### src/rtl/qamcd_pkg.sv
package qamcd_pkg;

  // ------------------------------------------------------------------
  // Register map
  // ------------------------------------------------------------------
  localparam logic [6:0]  CONVERTER_CONTROL_ADDR = 7'h01;
  localparam logic [15:0] CONVERTER_CONTROL_RST  = 16'h0000;
  localparam logic [15:0] CTRL_RESERVED_MASK     = 16'h2800;

  // ------------------------------------------------------------------
  // Field positions
  // ------------------------------------------------------------------
  localparam int MODE_LSB  = 0;
  localparam int PDF_LSB   = 4;
  localparam int CODE_BIT  = 7;
  localparam int BW_BIT    = 8;
  localparam int RES11_BIT = 11;
  localparam int TEST_BIT  = 12;
  localparam int RES13_BIT = 13;

  // ------------------------------------------------------------------
  // Serial frame: read flag (0 = write), 7-bit address, 16-bit data
  // ------------------------------------------------------------------
  localparam int          FRAME_BITS = 24;
  localparam logic [4:0]  FRAME_LAST = 5'h17;

  // ------------------------------------------------------------------
  // Codes
  // ------------------------------------------------------------------
  localparam logic [1:0] PD_NONE = 2'h0;
  localparam logic [1:0] PD_LOW  = 2'h1;
  localparam logic [1:0] PD_HIGH = 2'h2;
  localparam logic [1:0] PD_ALL  = 2'h3;

  localparam logic [3:0] MODE_AC = 4'h4;
  localparam logic [3:0] MODE_BC = 4'h5;
  localparam logic [3:0] MODE_AD = 4'h6;
  localparam logic [3:0] MODE_BD = 4'h7;

  // Core power-down enables, one bit per core
  typedef struct packed {
    logic core_d;
    logic core_c;
    logic core_b;
    logic core_a;
  } qamcd_pd_t;

  typedef enum logic [1:0] {
    QAMCD_FOUR  = 2'b00,
    QAMCD_TWO   = 2'b01,
    QAMCD_OTHER = 2'b10
  } qamcd_mode_t;

endpackage : qamcd_pkg

### src/rtl/qamcd_top.sv
`timescale 1ns/1ps

// Function
// - Bit 8 selects bandwidth; bits 13 and 11 are reserved, forced to zero.
// - Bit 12 enables test mode; pattern comes from separate test register.
// - Mode bits 3:2 zero gives four-channel; code 11 powers down all.
// - Four-channel: code 01 powers down A and B, 10 powers down C and D.
// - Mode 0100: code 01 powers down A, 10 powers down C, 11 both.
// - Standby code 00 keeps all cores powered in two or four-channel modes.
// - Mode 0101: code 01 powers down B, 10 powers down C, 11 both.
// - Mode 0110: code 01 powers down A, 10 powers down D, 11 both.
// - Mode 0111: code 01 powers down B, 10 powers down D, 11 both.
// - Standby bits 5:4, mode bits 3:0, bit 7 selects Gray coding.
module qamcd_top
  import qamcd_pkg::*;
(
  input  wire logic        i_clk_sys,
  input  wire logic        i_rstn,
  input  wire logic        i_cfg_sel_n,
  input  wire logic        i_cfg_sdi,
  output logic             o_cfg_sdo,
  output logic             o_cfg_sdo_oe,
  output qamcd_pd_t        o_core_pd,
  output logic             o_bandwidth_select,
  output logic             o_test_enable,
  output logic             o_gray_coding,
  output qamcd_mode_t      o_mode_class,
  output logic             o_combo_error
);

  // ------------------------------------------------------------------
  // Serial frame capture
  // ------------------------------------------------------------------
  logic [4:0]             bit_cnt;
  logic [FRAME_BITS-1:0]  shift;
  logic [15:0]            converter_control;
  logic [15:0]            rd_shift;

  wire       frame_active = !i_cfg_sel_n;
  wire [FRAME_BITS-1:0] next_shift = {shift[FRAME_BITS-2:0], i_cfg_sdi};
  wire       frame_done   = frame_active && (bit_cnt == FRAME_LAST);
  wire       hdr_done     = frame_active && (bit_cnt == 5'h07);
  wire       is_write     = !next_shift[FRAME_BITS-1];
  wire [6:0] frame_addr   = next_shift[22:16];
  wire       addr_hit     = (frame_addr == CONVERTER_CONTROL_ADDR);
  wire       hdr_read     = next_shift[7] && (next_shift[6:0] ==
                                             CONVERTER_CONTROL_ADDR);
  wire [15:0] wr_value    = next_shift[15:0] & ~CTRL_RESERVED_MASK;
  wire       wr_commit    = frame_done && is_write && addr_hit;

  always_ff @(posedge i_clk_sys or negedge i_rstn) begin
    if (!i_rstn) begin
      bit_cnt <= 5'h00;
      shift   <= '0;
    end else if (!frame_active) begin
      bit_cnt <= 5'h00;
    end else begin
      shift   <= next_shift;
      bit_cnt <= frame_done ? 5'h00 : bit_cnt + 5'h01;
    end
  end

  // register loads only at frame end
  always_ff @(posedge i_clk_sys or negedge i_rstn) begin
    if (!i_rstn) begin
      converter_control <= CONVERTER_CONTROL_RST;
    end else if (wr_commit) begin
      converter_control <= wr_value;
    end
  end

  // Read-back: data shifted out after a read header
  always_ff @(posedge i_clk_sys or negedge i_rstn) begin
    if (!i_rstn) begin
      rd_shift     <= 16'h0000;
      o_cfg_sdo    <= 1'b0;
      o_cfg_sdo_oe <= 1'b0;
    end else if (!frame_active) begin
      o_cfg_sdo_oe <= 1'b0;
      o_cfg_sdo    <= 1'b0;
    end else if (hdr_done && hdr_read) begin
      o_cfg_sdo_oe <= 1'b1;
      o_cfg_sdo    <= converter_control[15];
      rd_shift     <= {converter_control[14:0], 1'b0};
    end else if (frame_done) begin
      o_cfg_sdo_oe <= 1'b0;
      o_cfg_sdo    <= 1'b0;
    end else begin
      o_cfg_sdo    <= rd_shift[15];
      rd_shift     <= {rd_shift[14:0], 1'b0};
    end
  end

  // ------------------------------------------------------------------
  // Field decode
  // ------------------------------------------------------------------
  // field positions
  wire [1:0] power_down_code       = converter_control[PDF_LSB+:2];
  wire [3:0] interleave_mode_field = converter_control[MODE_LSB+:4];
  wire       four_mode = (interleave_mode_field[3:2] == 2'b00);
  wire       two_mode  = (interleave_mode_field[3:2] == 2'b01);
  wire       pd_lo     = power_down_code[0];
  wire       pd_hi     = power_down_code[1];

  wire qamcd_pd_t pd_four = '{core_a: pd_lo, core_b: pd_lo,
                              core_c: pd_hi, core_d: pd_hi};

  // code 00 leaves every core on
  wire first_b  = interleave_mode_field[0];
  wire second_d = interleave_mode_field[1];
  wire qamcd_pd_t pd_two  = '{core_a: pd_lo && !first_b,
                              core_b: pd_lo &&  first_b,
                              core_c: pd_hi && !second_d,
                              core_d: pd_hi &&  second_d};

  wire qamcd_pd_t next_pd = four_mode ? pd_four :
                            two_mode  ? pd_two  :
                            qamcd_pd_t'({4{power_down_code != PD_NONE}});

  // pairing outside the supported set flagged
  wire next_combo_error = !(four_mode || two_mode);

  wire qamcd_mode_t next_mode = four_mode ? QAMCD_FOUR :
                                two_mode  ? QAMCD_TWO  : QAMCD_OTHER;

  always_ff @(posedge i_clk_sys or negedge i_rstn) begin
    if (!i_rstn) begin
      o_core_pd          <= '0;
      o_bandwidth_select <= 1'b0;
      o_test_enable      <= 1'b0;
      o_gray_coding      <= 1'b0;
      o_mode_class       <= QAMCD_FOUR;
      o_combo_error      <= 1'b0;
    end else begin
      o_core_pd          <= next_pd;
      o_bandwidth_select <= converter_control[BW_BIT];
      o_test_enable      <= converter_control[TEST_BIT];
      o_gray_coding      <= converter_control[CODE_BIT];
      o_mode_class       <= next_mode;
      o_combo_error      <= next_combo_error;
    end
  end
endmodule : qamcd_top

### config.mk
export PLATFORM = sky130hd
export DESIGN_NAME = qamcd_top
export DESIGN_NICKNAME = d
export VERILOG_FILES = /design/src/rtl/qamcd_pkg.sv /design/src/rtl/qamcd_top.sv
export SDC_FILE = /design/constraint.sdc
export NUM_CORES = 1
export LEC_CHECK = 0
export BUFFER_PORTS_ARGS = -buffer_cell sky130_fd_sc_hd__buf_2
export CAP_MARGIN = 0
export CORE_ASPECT_RATIO = 1.75
export CORE_UTILIZATION = 35
export DETAILED_ROUTE_END_ITERATION = 12
export HOLD_SLACK_MARGIN = 0.1
export PLACE_DENSITY_LB_ADDON = 0.05
export SYNTH_ARGS = -nofsm -noshare
export SYNTH_HDL_FRONTEND = slang
export SYNTH_SLANG_ARGS = --single-unit
### constraint.sdc
create_clock -name i_clk_sys -period 2.3 [get_ports i_clk_sys]
set_clock_uncertainty 0.1 [all_clocks]
set_input_delay 0.345 -clock i_clk_sys [delete_from_list [all_inputs] [get_ports i_clk_sys]]
set_output_delay 0.345 -clock i_clk_sys [all_outputs]
set_load 0.05 [all_outputs]
==> results of run 1 <==
[how the worst min path moves through the flow]
stage,startpoint,end,slack (ns)
finish,i_cfg_sdi,shift[0]$_DFFE_PN0N_,0.20
global route,i_cfg_sdi,shift[0]$_DFFE_PN0N_,0.20
CTS,i_cfg_sdi,converter_control[0]$_DFFE_PN0P_,0.19
detailed placement,i_rstn,o_core_pd[0]$_DFF_PN0_,0.29
global placement,i_rstn,o_core_pd[0]$_DFF_PN0_,0.26
floorplan,i_rstn,bit_cnt[0]$_DFF_PN0_,-0.05
[worst reg2reg max path: stages (launching register included)]
cell and delay (ns):
dfrtp_1 0.37, ha_1 0.22, nand4b_1 0.20, nor4b_2 0.32, nand3_2 0.09, buf_4 0.21
mux2_2 0.29
[layout by cell type, fill, tap and decap left out, drive strengths merged]
cell,n
mux2,37
o21ai,17
dfrtp,68
a21oi,2
inv,1
xor2,1
nand4b,1
nand3b,1
nand2,26
or4b,1
or4,1
nor2b,2
or3b,1
a21o,1
nor3b,1
nor2,6
buf,23
nor4,2
clkbuf,12
a22oi,12
nand2b,1
nand3,2
ha,1
xnor2,1
dlygate4sd3,1
nor4b,1
a22o,1
[cell type report]
type / count / area, sq um
Fill cell: 725 / 4156
Sequential cell: 68 / 1702
Clock buffer: 12 / 246.5
Timing Repair Buffer: 24 / 170.2
Tap cell: 86 / 107.6
Multi-Input combinational cell: 119 / 898.4
Inverter: 1 / 3.754
[per-stage QoR]
stage          setup slack (ns)  cells  power [mW]  utilization, %
3_5_place_dp             0.3557    297       1.802           39.42
2_1_floorplan            0.4888    200       1.685               -
6_report                 0.3902    310       2.945           42.94
5_1_grt                  0.2463    310       3.094           42.94
4_1_cts                  0.3468    310       2.998           42.94
3_3_place_gp             0.3780    297       1.783           39.42
[layer usage]
layer / share of wire [%] / track usage (%) / up-vias
li1: - / - / 739
met1: 44 / 16.85 / 786
met2: 49 / 20.89 / 25
met3: 3.5 / 4.360 / 13
met4: 3.0 / 8.984 / 0
met5: 0 / 0 / -
[power by group]
| group | total, mW | internal (mW) | switching, mW |
|---|---|---|---|
| clock network | 1.18 | 0.733 | 0.442 |
| registers | 1.51 | 1.37 | 0.134 |
| logic | 0.262 | 0.164 | 0.0983 |
| total | 2.95 | 2.27 | 0.674 |
[repair_timing]
| item | 4_1_cts | 5_1_grt |
|---|---|---|
| hold endpoints to repair | 24 | 0 |
| hold buffers | 1 | 0 |
| gates resized for setup | 0 | 0 |
[cells by family (layout without fill, tap and decap cells)]
group | Yosys count | count (layout)
adder cells (fa/ha/maj) | 1 | 1
flip-flops | 68 | 68
XOR/XNOR | 2 | 2
multiplexers | 37 | 37
buffers and inverters | 13 | 37
AND/OR/NAND/NOR | 46 | 46
AO/OA/AOI/OAI | 33 | 33
[sequential cells by signal, indices dropped and copies added, names as in the netlist]
signal              cells
o_cfg_sdo               1
rd_shift               15
shift                  23
o_bandwidth_select      1
o_cfg_sdo_oe            1
o_mode_class            1
bit_cnt                 5
converter_control      14
o_core_pd               4
o_gray_coding           1
o_combo_error           1
o_test_enable           1
==> impl_metrics.toml, run 1 <==
[status]
status = "completed"

[global_routing]
antenna_found_initial = 0
grt_pass1_wl_microns = 8231
grt_usage_pct = 14.01
grt_pass1_vias = 1681
overflow = 0
grt_max_degree = 45

[clock_tree]
clockBufferDepth = 2
cts_post_setup_buffers_inserted = 0
htreeDepth = 3
numCtsBuffers = 9
cts.sinks = 68
cts_tree = "yes"
worstSkewPairLatency_ns = 0.32
root_buffer = "clkbuf_16"
cts.clk_slew.worst_paths_ns = 0.05

[worst_setup_path]
max_stage_delay_ns = 0.37
r2r_cells = 6
rr_endpoint = "converter_control[8]$_DFFE_PN0P_"
crit_path_end = "converter_control[8]$_DFFE_PN0P_"
worstSetupPathDepth = 6
worst-path-buf-inv = 1
crit_slowest_cell = "dfrtp_1"
rrSetupSlack_ns = 0.39
crit_chain = "ha_1, nand4b_1, nor4b_2, nand3_2, buf_4, mux2_2"
crit_type = "register to register"
critPathLaunchType = "register"
cp-end-kind = "register"
required_ns = 2.41
path_delay_family = "simple AND/OR/NAND/NOR gates"
critPathLaunch = "bit_cnt[0]$_DFF_PN0_"
crit-reg2reg-launch = "bit_cnt[0]$_DFF_PN0_"
crit_fanout = 14
crit_arrival_ns = 2.02

[logic_synthesis]
synthXorXnorAreaFrac_pct = 0.6560
yosys.area.top_type = "dfrtp_1"
synthMuxAreaShare_pct = 15.60
synthSimpleGateAreaFrac_pct = 9.372
ys_seq_area_share_pct = 63.73
postSynthAreaPerCell_sq_um = 13.35
synth.ff_latch_count = 68
yosysMostFrequentCell = "dfrtp_1"
syn_area_sq_um = 2670
synth_edf_count = 0
synth-adder-area-share_pct = 0.4686
synthFlopType = "dfrtp_1"
postSynth.asyncResetShare_pct = 100.0
synth_compound_area_share_pct = 7.545
yosysTopAreaCellShare_pct = 63.73
netlist_top_cells_area = "dfrtp_1 64%, mux2_2 16%, nand2_1 3.7%"
synth_top_family_by_area = "multiplexers"
yosysWarnings = 0
synth_common_cells = "68 x dfrtp_1, 37 x mux2_2, 26 x nand2_1, 16 x o21ai_0, 12 x a22oi_1"
netlist_instances = 200
ys_types = 32
synth_nets = 205

[worst_hold_path]
hp-class = "input port to register"
min_path_cells = 2

[power_and_ir_drop]
power_density_nw_per_um2 = 941.5
irDropWorstVdd_v = 0.0004663
power.leakage_nw = 1.482

[drt]
wl_per_cell_microns = 15.20
vias = 1563
drt-vias-per-instance = 5.042
dr.pass1.iters = 4
drc = 0
drtIter0Drc = 111
routed_wl_microns = 4711
ant_nets = 0

[sta]
rsz0062_at_grt = "false"
timing.final.crit_share_pct = 83.04
whs_ns = 0.1994
worstMarginPinSlew_ns = 0.6759
slew-limit-headroom_pct = 54.94
hold_violations = 0
period_needed_ns = 1.910
slew_viol_final = 0
fin_setup_tns_ns = 0
finalSetupViolations = 0
clock.fmax_ghz = 0.5236

[floorplanning]
dieWidth_microns = 68.03
io_pins = 16
die_area_sq_um = 7996
coreArea_sq_um = 7284
initial_utilization_pct = 36.65
fp-row-count = 41
fp.dieH_microns = 117.5

[final_layout]
layout.nets = 228
syn_to_final_growth_pct = 17.15
design_area_sq_um = 3128
diodes = 0
drive_gt1_share_pct = 33.48

[job]
drv_cap = 0

[place]
place_area_sq_um = 2872
place_hpwl_microns = 3137
io_buffers = 15
place.gp.congestion = 0.6887
Power figures use the tool's default switching activity.
==> run 2, diff against run 1 <==
Clock period 2.3 ns to 1.6 ns, I/O delays scaled along.
==> run 2 against run 1 <==
Against the previous run:
- largest power group unchanged
- first-iteration DRC count is 9.0% higher
- critical endpoint is now rd_shift[9]$_DFFE_PN0P_
- clock-buffer cell count is 1 higher
- sequential cell count did not move
- utilization up 3.4 points
- combinational power grew 85%
- the flow now finishes with violations (negative setup slack)
- cell area up 8.0%
==> impl_metrics.toml, run 2 (same netlist as run 1, synthesis figures left out) <==
[final_layout]
largest_register = "shift"
mostFrequentLayoutCell = "dfrtp_1"
fin_cells = 332
layout_common_cells = "68 x dfrtp_1, 37 x mux2_2, 26 x nand2_1"
syn_to_final_growth_pct = 26.48
top_regs = "shift: 23 flops, rd_shift: 15 flops, converter_control: 14 flops"
diodes = 0
drive_gt1_share_pct = 43.09
post-route-util_pct = 46.36
largest_reg_flops = 23
layout.nets = 247

[place]
place_hpwl_microns = 3284
post-place-ws_ns = -0.2194
io_buffers = 15
place.gp.congestion = 0.6725
place_inst = 315

[power_and_ir_drop]
power.switching_mw = 1.020
sw_frac_of_total_pct = 23.09
clkPwrFrac_pct = 40.5
internal_power_mw = 3.400
power_frac_seq_pct = 48.5
power.leakage_nw = 1.619
power_density_nw_per_um2 = 1309
pwr-share-comb_pct = 11.0
irDropWorstVdd_v = 0.0006794

[global_routing]
grt_max_degree = 69
antenna_found_initial = 0
grt_pass1_wl_microns = 8493
grt_usage_pct = 14.41
overflow = 0
grt_pass1_vias = 1760

[clock_tree]
clockBufferDepth = 2
cts_tree = "yes"
htreeDepth = 3
numCtsBuffers = 9
worstSkewPairLatency_ns = 0.33
root_buffer = "clkbuf_16"
cts.clk_slew.worst_paths_ns = 0.05
cts.sinks = 68

[sta]
hold_violations = 0
clock.fmax_ghz = 0.5539
slew_viol_final = 0
finalSetupViolations = 31
rsz0062_at_grt = "true"
slew-limit-headroom_pct = 75.96
timing.final.crit_share_pct = 112.8
fin_ws_ns = -0.2054
worstMarginPinSlew_ns = 0.3568
period_needed_ns = 1.805

[status]
violations = "negative setup slack"
status = "complete, but fails checks"

[worst_hold_path]
holdPathEnd = "converter_control[0]$_DFFE_PN0P_"
hp-start = "i_cfg_sdi"
min_path_cells = 3
hp-class = "input port to register"

[floorplanning]
fp.dieH_microns = 117.5
die_area_sq_um = 7996
dieWidth_microns = 68.03
coreArea_sq_um = 7284
fp-row-count = 41
io_pins = 16
initial_utilization_pct = 36.65

[drt]
vias = 1672
routed_wl_microns = 4863
dr.pass1.iters = 4
drt-vias-per-instance = 5.036
ant_nets = 0
drc = 0
drtIter0Drc = 121
wl_per_cell_microns = 14.65

[worst_setup_path]
rrSetupSlack_ns = -0.21
r2r_cells = 6
crit_type = "register to register"
cp-end-kind = "register"
crit-reg2reg-launch = "shift[4]$_DFFE_PN0N_"
required_ns = 1.76
rr_endpoint = "rd_shift[9]$_DFFE_PN0P_"
crit_arrival_ns = 1.96
crit_fanout = 13
critPathLaunchType = "register"

[job]
drv_cap = 0
-- run 2: final cells by class --
type                            count  area (sq um)
Multi-Input combinational cell    119         939.7
Sequential cell                    68          1702
Inverter                            1         3.754
Clock buffer                       13         260.3
Timing Repair Buffer               43         354.1
Clock inverter                      2         10.01
Tap cell                           86         107.6
Fill cell                         678          3908
-- run 2: worst max-delay path: stages, from the launching register on --
cell	delay [ns]
dfrtp_1	0.37
or4b_4	0.55
nor4_4	0.27
buf_12	0.18
buf_4	0.13
a22oi_1	0.06
o21ai_1	0.08
-- run 2: through the flow --
stage	TNS, ns	instance area (sq um)	hold WS, ns	power (mW)
floorplan	-3.270	2681	-0.1556	2.428
global placement	-4.780	3050	0.1829	2.644
detailed placement	-5.673	3050	0.1889	2.664
CTS	-5.926	3346	0.1888	4.483
global route	-8.074	3377	0.1956	4.640
finish	-5.235	3377	0.1866	4.420
-- run 2: power groups by stage --
stage	combinational (mW)	sequential [mW]	clock, mW
3_5_place_dp	0.488	2.18	0
4_1_cts	0.499	2.15	1.83
6_report	0.486	2.14	1.79
3_3_place_gp	0.477	2.17	0
5_1_grt	0.547	2.19	1.91
2_1_floorplan	0.304	2.12	0
-- run 2: worst max-delay path by stage --
| stage | from | endpoint | slack (ns) | cells past startpoint |
|---|---|---|---|---|
| after CTS | shift[4]$_DFFE_PN0N_ | rd_shift[2]$_DFFE_PN0P_ | -0.22 | 6 |
| after global routing | shift[1]$_DFFE_PN0N_ | rd_shift[4]$_DFFE_PN0P_ | -0.30 | 6 |
| final | shift[4]$_DFFE_PN0N_ | rd_shift[9]$_DFFE_PN0P_ | -0.21 | 6 |
| after global placement | shift[3]$_DFFE_PN0N_ | rd_shift[8]$_DFFE_PN0P_ | -0.20 | 6 |
| after floorplan | bit_cnt[0]$_DFF_PN0_ | converter_control[10]$_DFFE_PN0P_ | -0.21 | 6 |
| after detailed placement | shift[3]$_DFFE_PN0N_ | rd_shift[4]$_DFFE_PN0P_ | -0.22 | 6 |
-- run 2: per-layer routing --
metal	track usage [%]	vias up	wire length, microns
met5	0	-	0
met4	9.766	0	146
met3	2.326	11	125
met2	22.61	21	2524
met1	17.32	847	2065
li1	-	793	-
-- run 2: repair_timing --
| action | CTS | global route |
|---|---|---|
| hold buffers | 1 | 0 |
| endpoints found under the hold margin | 68 | 0 |
| pin swaps | 0 | 1 |
| endpoints found under the setup margin | 31 | 31 |
| gates resized for setup | 2 | 7 |
| setup buffers | 1 | 0 |
==> run 3, diff against run 2 <==
Settings changed: ABC_AREA set to 1.
==> run 3 against run 2 <==
Against the previous run:
- the run ends with design-rule violations left
- non-clock buffer count shrank 9
- final cell count grew 28%
- total power decreased by 7.3%
- largest cell class unchanged
- die area up 8.0%
- utilization fell by 2.9 points
- sequential power down 11%
- sequential share of layout area decreased by 1.2 points
==> impl_metrics.toml, run 3 <==
[logic_synthesis]
yosys.area.top_type = "dfrtp_1"
yosysTopAreaCellShare_pct = 58.93
yosysMostFrequentCell = "nand2_1"
synthFlopType = "dfrtp_1"
synth.ff_latch_count = 68
synth_common_cells = "110 x nand2_1, 68 x dfrtp_1, 29 x nand3_1"
ys_types = 25
synth_nets = 306
ys_seq_area_share_pct = 58.93
synth_edf_count = 0
syn_area_sq_um = 2888
netlist_instances = 301
netlist_top_cells_area = "dfrtp_1 59%, nand2_1 14%, nand3_1 5.0%"
postSynthAreaPerCell_sq_um = 9.594
postSynth.asyncResetShare_pct = 100.0
yosysWarnings = 0

[sta]
slew_viol_final = 0
slew-limit-headroom_pct = 73.77
timing.final.crit_share_pct = 90.53
fin_ws_ns = 0.1515
period_needed_ns = 1.448
finalSetupViolations = 0
worstMarginPinSlew_ns = 0.3894
rsz0062_at_grt = "false"
hold_violations = 0
fin_setup_tns_ns = 0
clock.fmax_ghz = 0.6904
whs_ns = 0.1400

[place]
place_hpwl_microns = 4090
post-place-ws_ns = 0.07028
place.gp.congestion = 0.7103
io_buffers = 15
place_area_sq_um = 3132

[worst_setup_path]
critPathLaunchType = "register"
max_stage_delay_ns = 0.37
cp-end-kind = "register"
crit_slowest_cell = "dfrtp_1"
crit_fanout = 7
cpMostUsedCell = "nand3_1"
required_ns = 1.76
path_delay_family = "simple AND/OR/NAND/NOR gates"
crit_arrival_ns = 1.61
crit_type = "register to register"
worst-path-buf-inv = 1
crit_chain = "ha_2, nand3_1, nor2_4, buf_4, nand3_1, nand3_2"

[drt]
top_layer = "met4"
ant_nets = 0
drtIter0Drc = 125
wl_met3_microns = 119
routed_wl_microns = 5837
dr.pass1.iters = 10
drc = 4
drt-vias-per-instance = 4.925
vias = 2093
met2_length_microns = 2989
wl_per_cell_microns = 13.73
wl_met1_microns = 2599

[final_layout]
layout_common_cells = "110 x nand2_1, 68 x dfrtp_1, 29 x nand3_1"
largest_reg_flops = 23
drive_gt1_share_pct = 21.19
top_regs = "shift: 23 flops, rd_shift: 15 flops, converter_control: 14 flops"
mostFrequentLayoutCell = "nand2_1"
syn_to_final_growth_pct = 19.84
layout.nets = 335
n_fill_cell = 811
design_area_sq_um = 3461
diodes = 0
largest_register = "shift"

[clock_tree]
cts_post_setup_buffers_inserted = 0
cts.sinks = 68
clockBufferDepth = 2
root_buffer = "clkbuf_16"
cts.clk_slew.worst_paths_ns = 0.05
numCtsBuffers = 9
htreeDepth = 3
cts_tree = "yes"
worstSkewPairLatency_ns = 0.32

[global_routing]
overflow = 0
grt_max_degree = 35
antenna_found_initial = 0
grt_pass1_wl_microns = 10450
grt_usage_pct = 15.92
grt_pass1_vias = 2120

[floorplanning]
fp.dieH_microns = 122.2
initial_utilization_pct = 36.27
die_area_sq_um = 8632
io_pins = 16
fp-row-count = 43
coreArea_sq_um = 7963
dieWidth_microns = 70.67

[power_and_ir_drop]
power_frac_seq_pct = 46.5
sw_frac_of_total_pct = 24.00
power.leakage_nw = 1.836
irDropWorstVdd_v = 0.0006854
power.switching_mw = 0.9831
pwr-share-comb_pct = 8.4
clkPwrFrac_pct = 45.1
power_density_nw_per_um2 = 1183
internal_power_mw = 3.113

[status]
status = "complete, but fails checks"
violations = "design-rule violations"

[worst_hold_path]
hp-class = "input port to register"

[job]
drv_cap = 0
==> run 3: cell count changes in the layout (fill, tap and decap cells not counted), moves of 11 or more <==
cell     previous run  this run
mux2_2             37         0
nand2_1            26       110
nand3_1             1        29
nand3_2             1        14
nand4_1             0        14
o21ai_0             3        14
o21ai_1            13         0
==> run 3: final cells by class <==
class | instances | area, sq um | area share [%]
clock buffers | 15 | 277.8 | 8.026
clock inverters | 1 | 5.005 | 0.1446
inverters | 12 | 45.04 | 1.302
multi-input cells | 205 | 1056 | 30.51
flip-flops and latches | 68 | 1702 | 49.17
well taps | 90 | 112.6 | 3.254
repair buffers | 34 | 262.8 | 7.592
==> run 3: kinds of logic (layout without fill, tap and decap cells) <==
family / count (synthesis) / count (layout) / synth area share, %
xor+xnor: 2 / 2 / 0.6067
simple gates: 186 / 186 / 32.06
fa+ha+maj: 1 / 1 / 0.4332
compound gates: 16 / 16 / 2.903
flops: 68 / 68 / 58.93
buf+inv: 28 / 62 / 5.069
==> run 3: tightest hold or removal path, delay by kind of cell <==
kind / cells / cell delay [ns]
AOI/OAI and AO/OA: 1 / 0.09
buffers and inverters: 2 / 0.19
==> run 3: power groups by stage <==
stage / sequential [mW] / clock, mW / combinational, mW
global route: 1.92 / 1.97 / 0.402
floorplan: 1.91 / 0 / 0.220
finish: 1.90 / 1.85 / 0.345
CTS: 1.90 / 1.90 / 0.355
global placement: 1.93 / 0 / 0.347
detailed placement: 1.93 / 0 / 0.348
==> run 3: final timing paths <==
| path | startpoint | endpoint | slack, ns | cells after the start |
|---|---|---|---|---|
| max | bit_cnt[0]$_DFF_PN0_ | rd_shift[13]$_DFFE_PN0P_ | 0.15 | 6 |
| min in group asynchronous | i_rstn | o_core_pd[1]$_DFF_PN0_ | 0.27 | 2 |
| max reg2reg | bit_cnt[0]$_DFF_PN0_ | rd_shift[13]$_DFFE_PN0P_ | 0.15 | 6 |
| min | i_cfg_sel_n | shift[16]$_DFFE_PN0N_ | 0.14 | 3 |
| min reg2reg | converter_control[8]$_DFFE_PN0P_ | o_bandwidth_select$_DFF_PN0_ | 0.31 | 0 |
| max in group asynchronous | i_rstn | rd_shift[11]$_DFFE_PN0P_ | 0.60 | 3 |
==> run 3: repair_timing <==
action,CTS,global route
hold buffers,3,0
setup endpoints to repair,0,12
endpoints found under the hold margin,35,0
gates resized for setup,0,3
==> run 3: layer usage <==
| layer | vias to the layer above | GRT usage [%] |
|---|---|---|
| met3 | 9 | 3.226 |
| li1 | 1045 | - |
| met2 | 18 | 26.76 |
| met5 | - | 0 |
| met4 | 0 | 7.875 |
| met1 | 1021 | 19.37 |
==> run 3: stage by stage <==
step	total power [mW]	cells	utilization [%]
4_1_cts	4.158	425	43.26
6_report	4.096	425	43.46
3_5_place_dp	2.279	406	39.33
3_3_place_gp	2.278	406	39.33
5_1_grt	4.294	425	43.46
2_1_floorplan	2.128	301	-
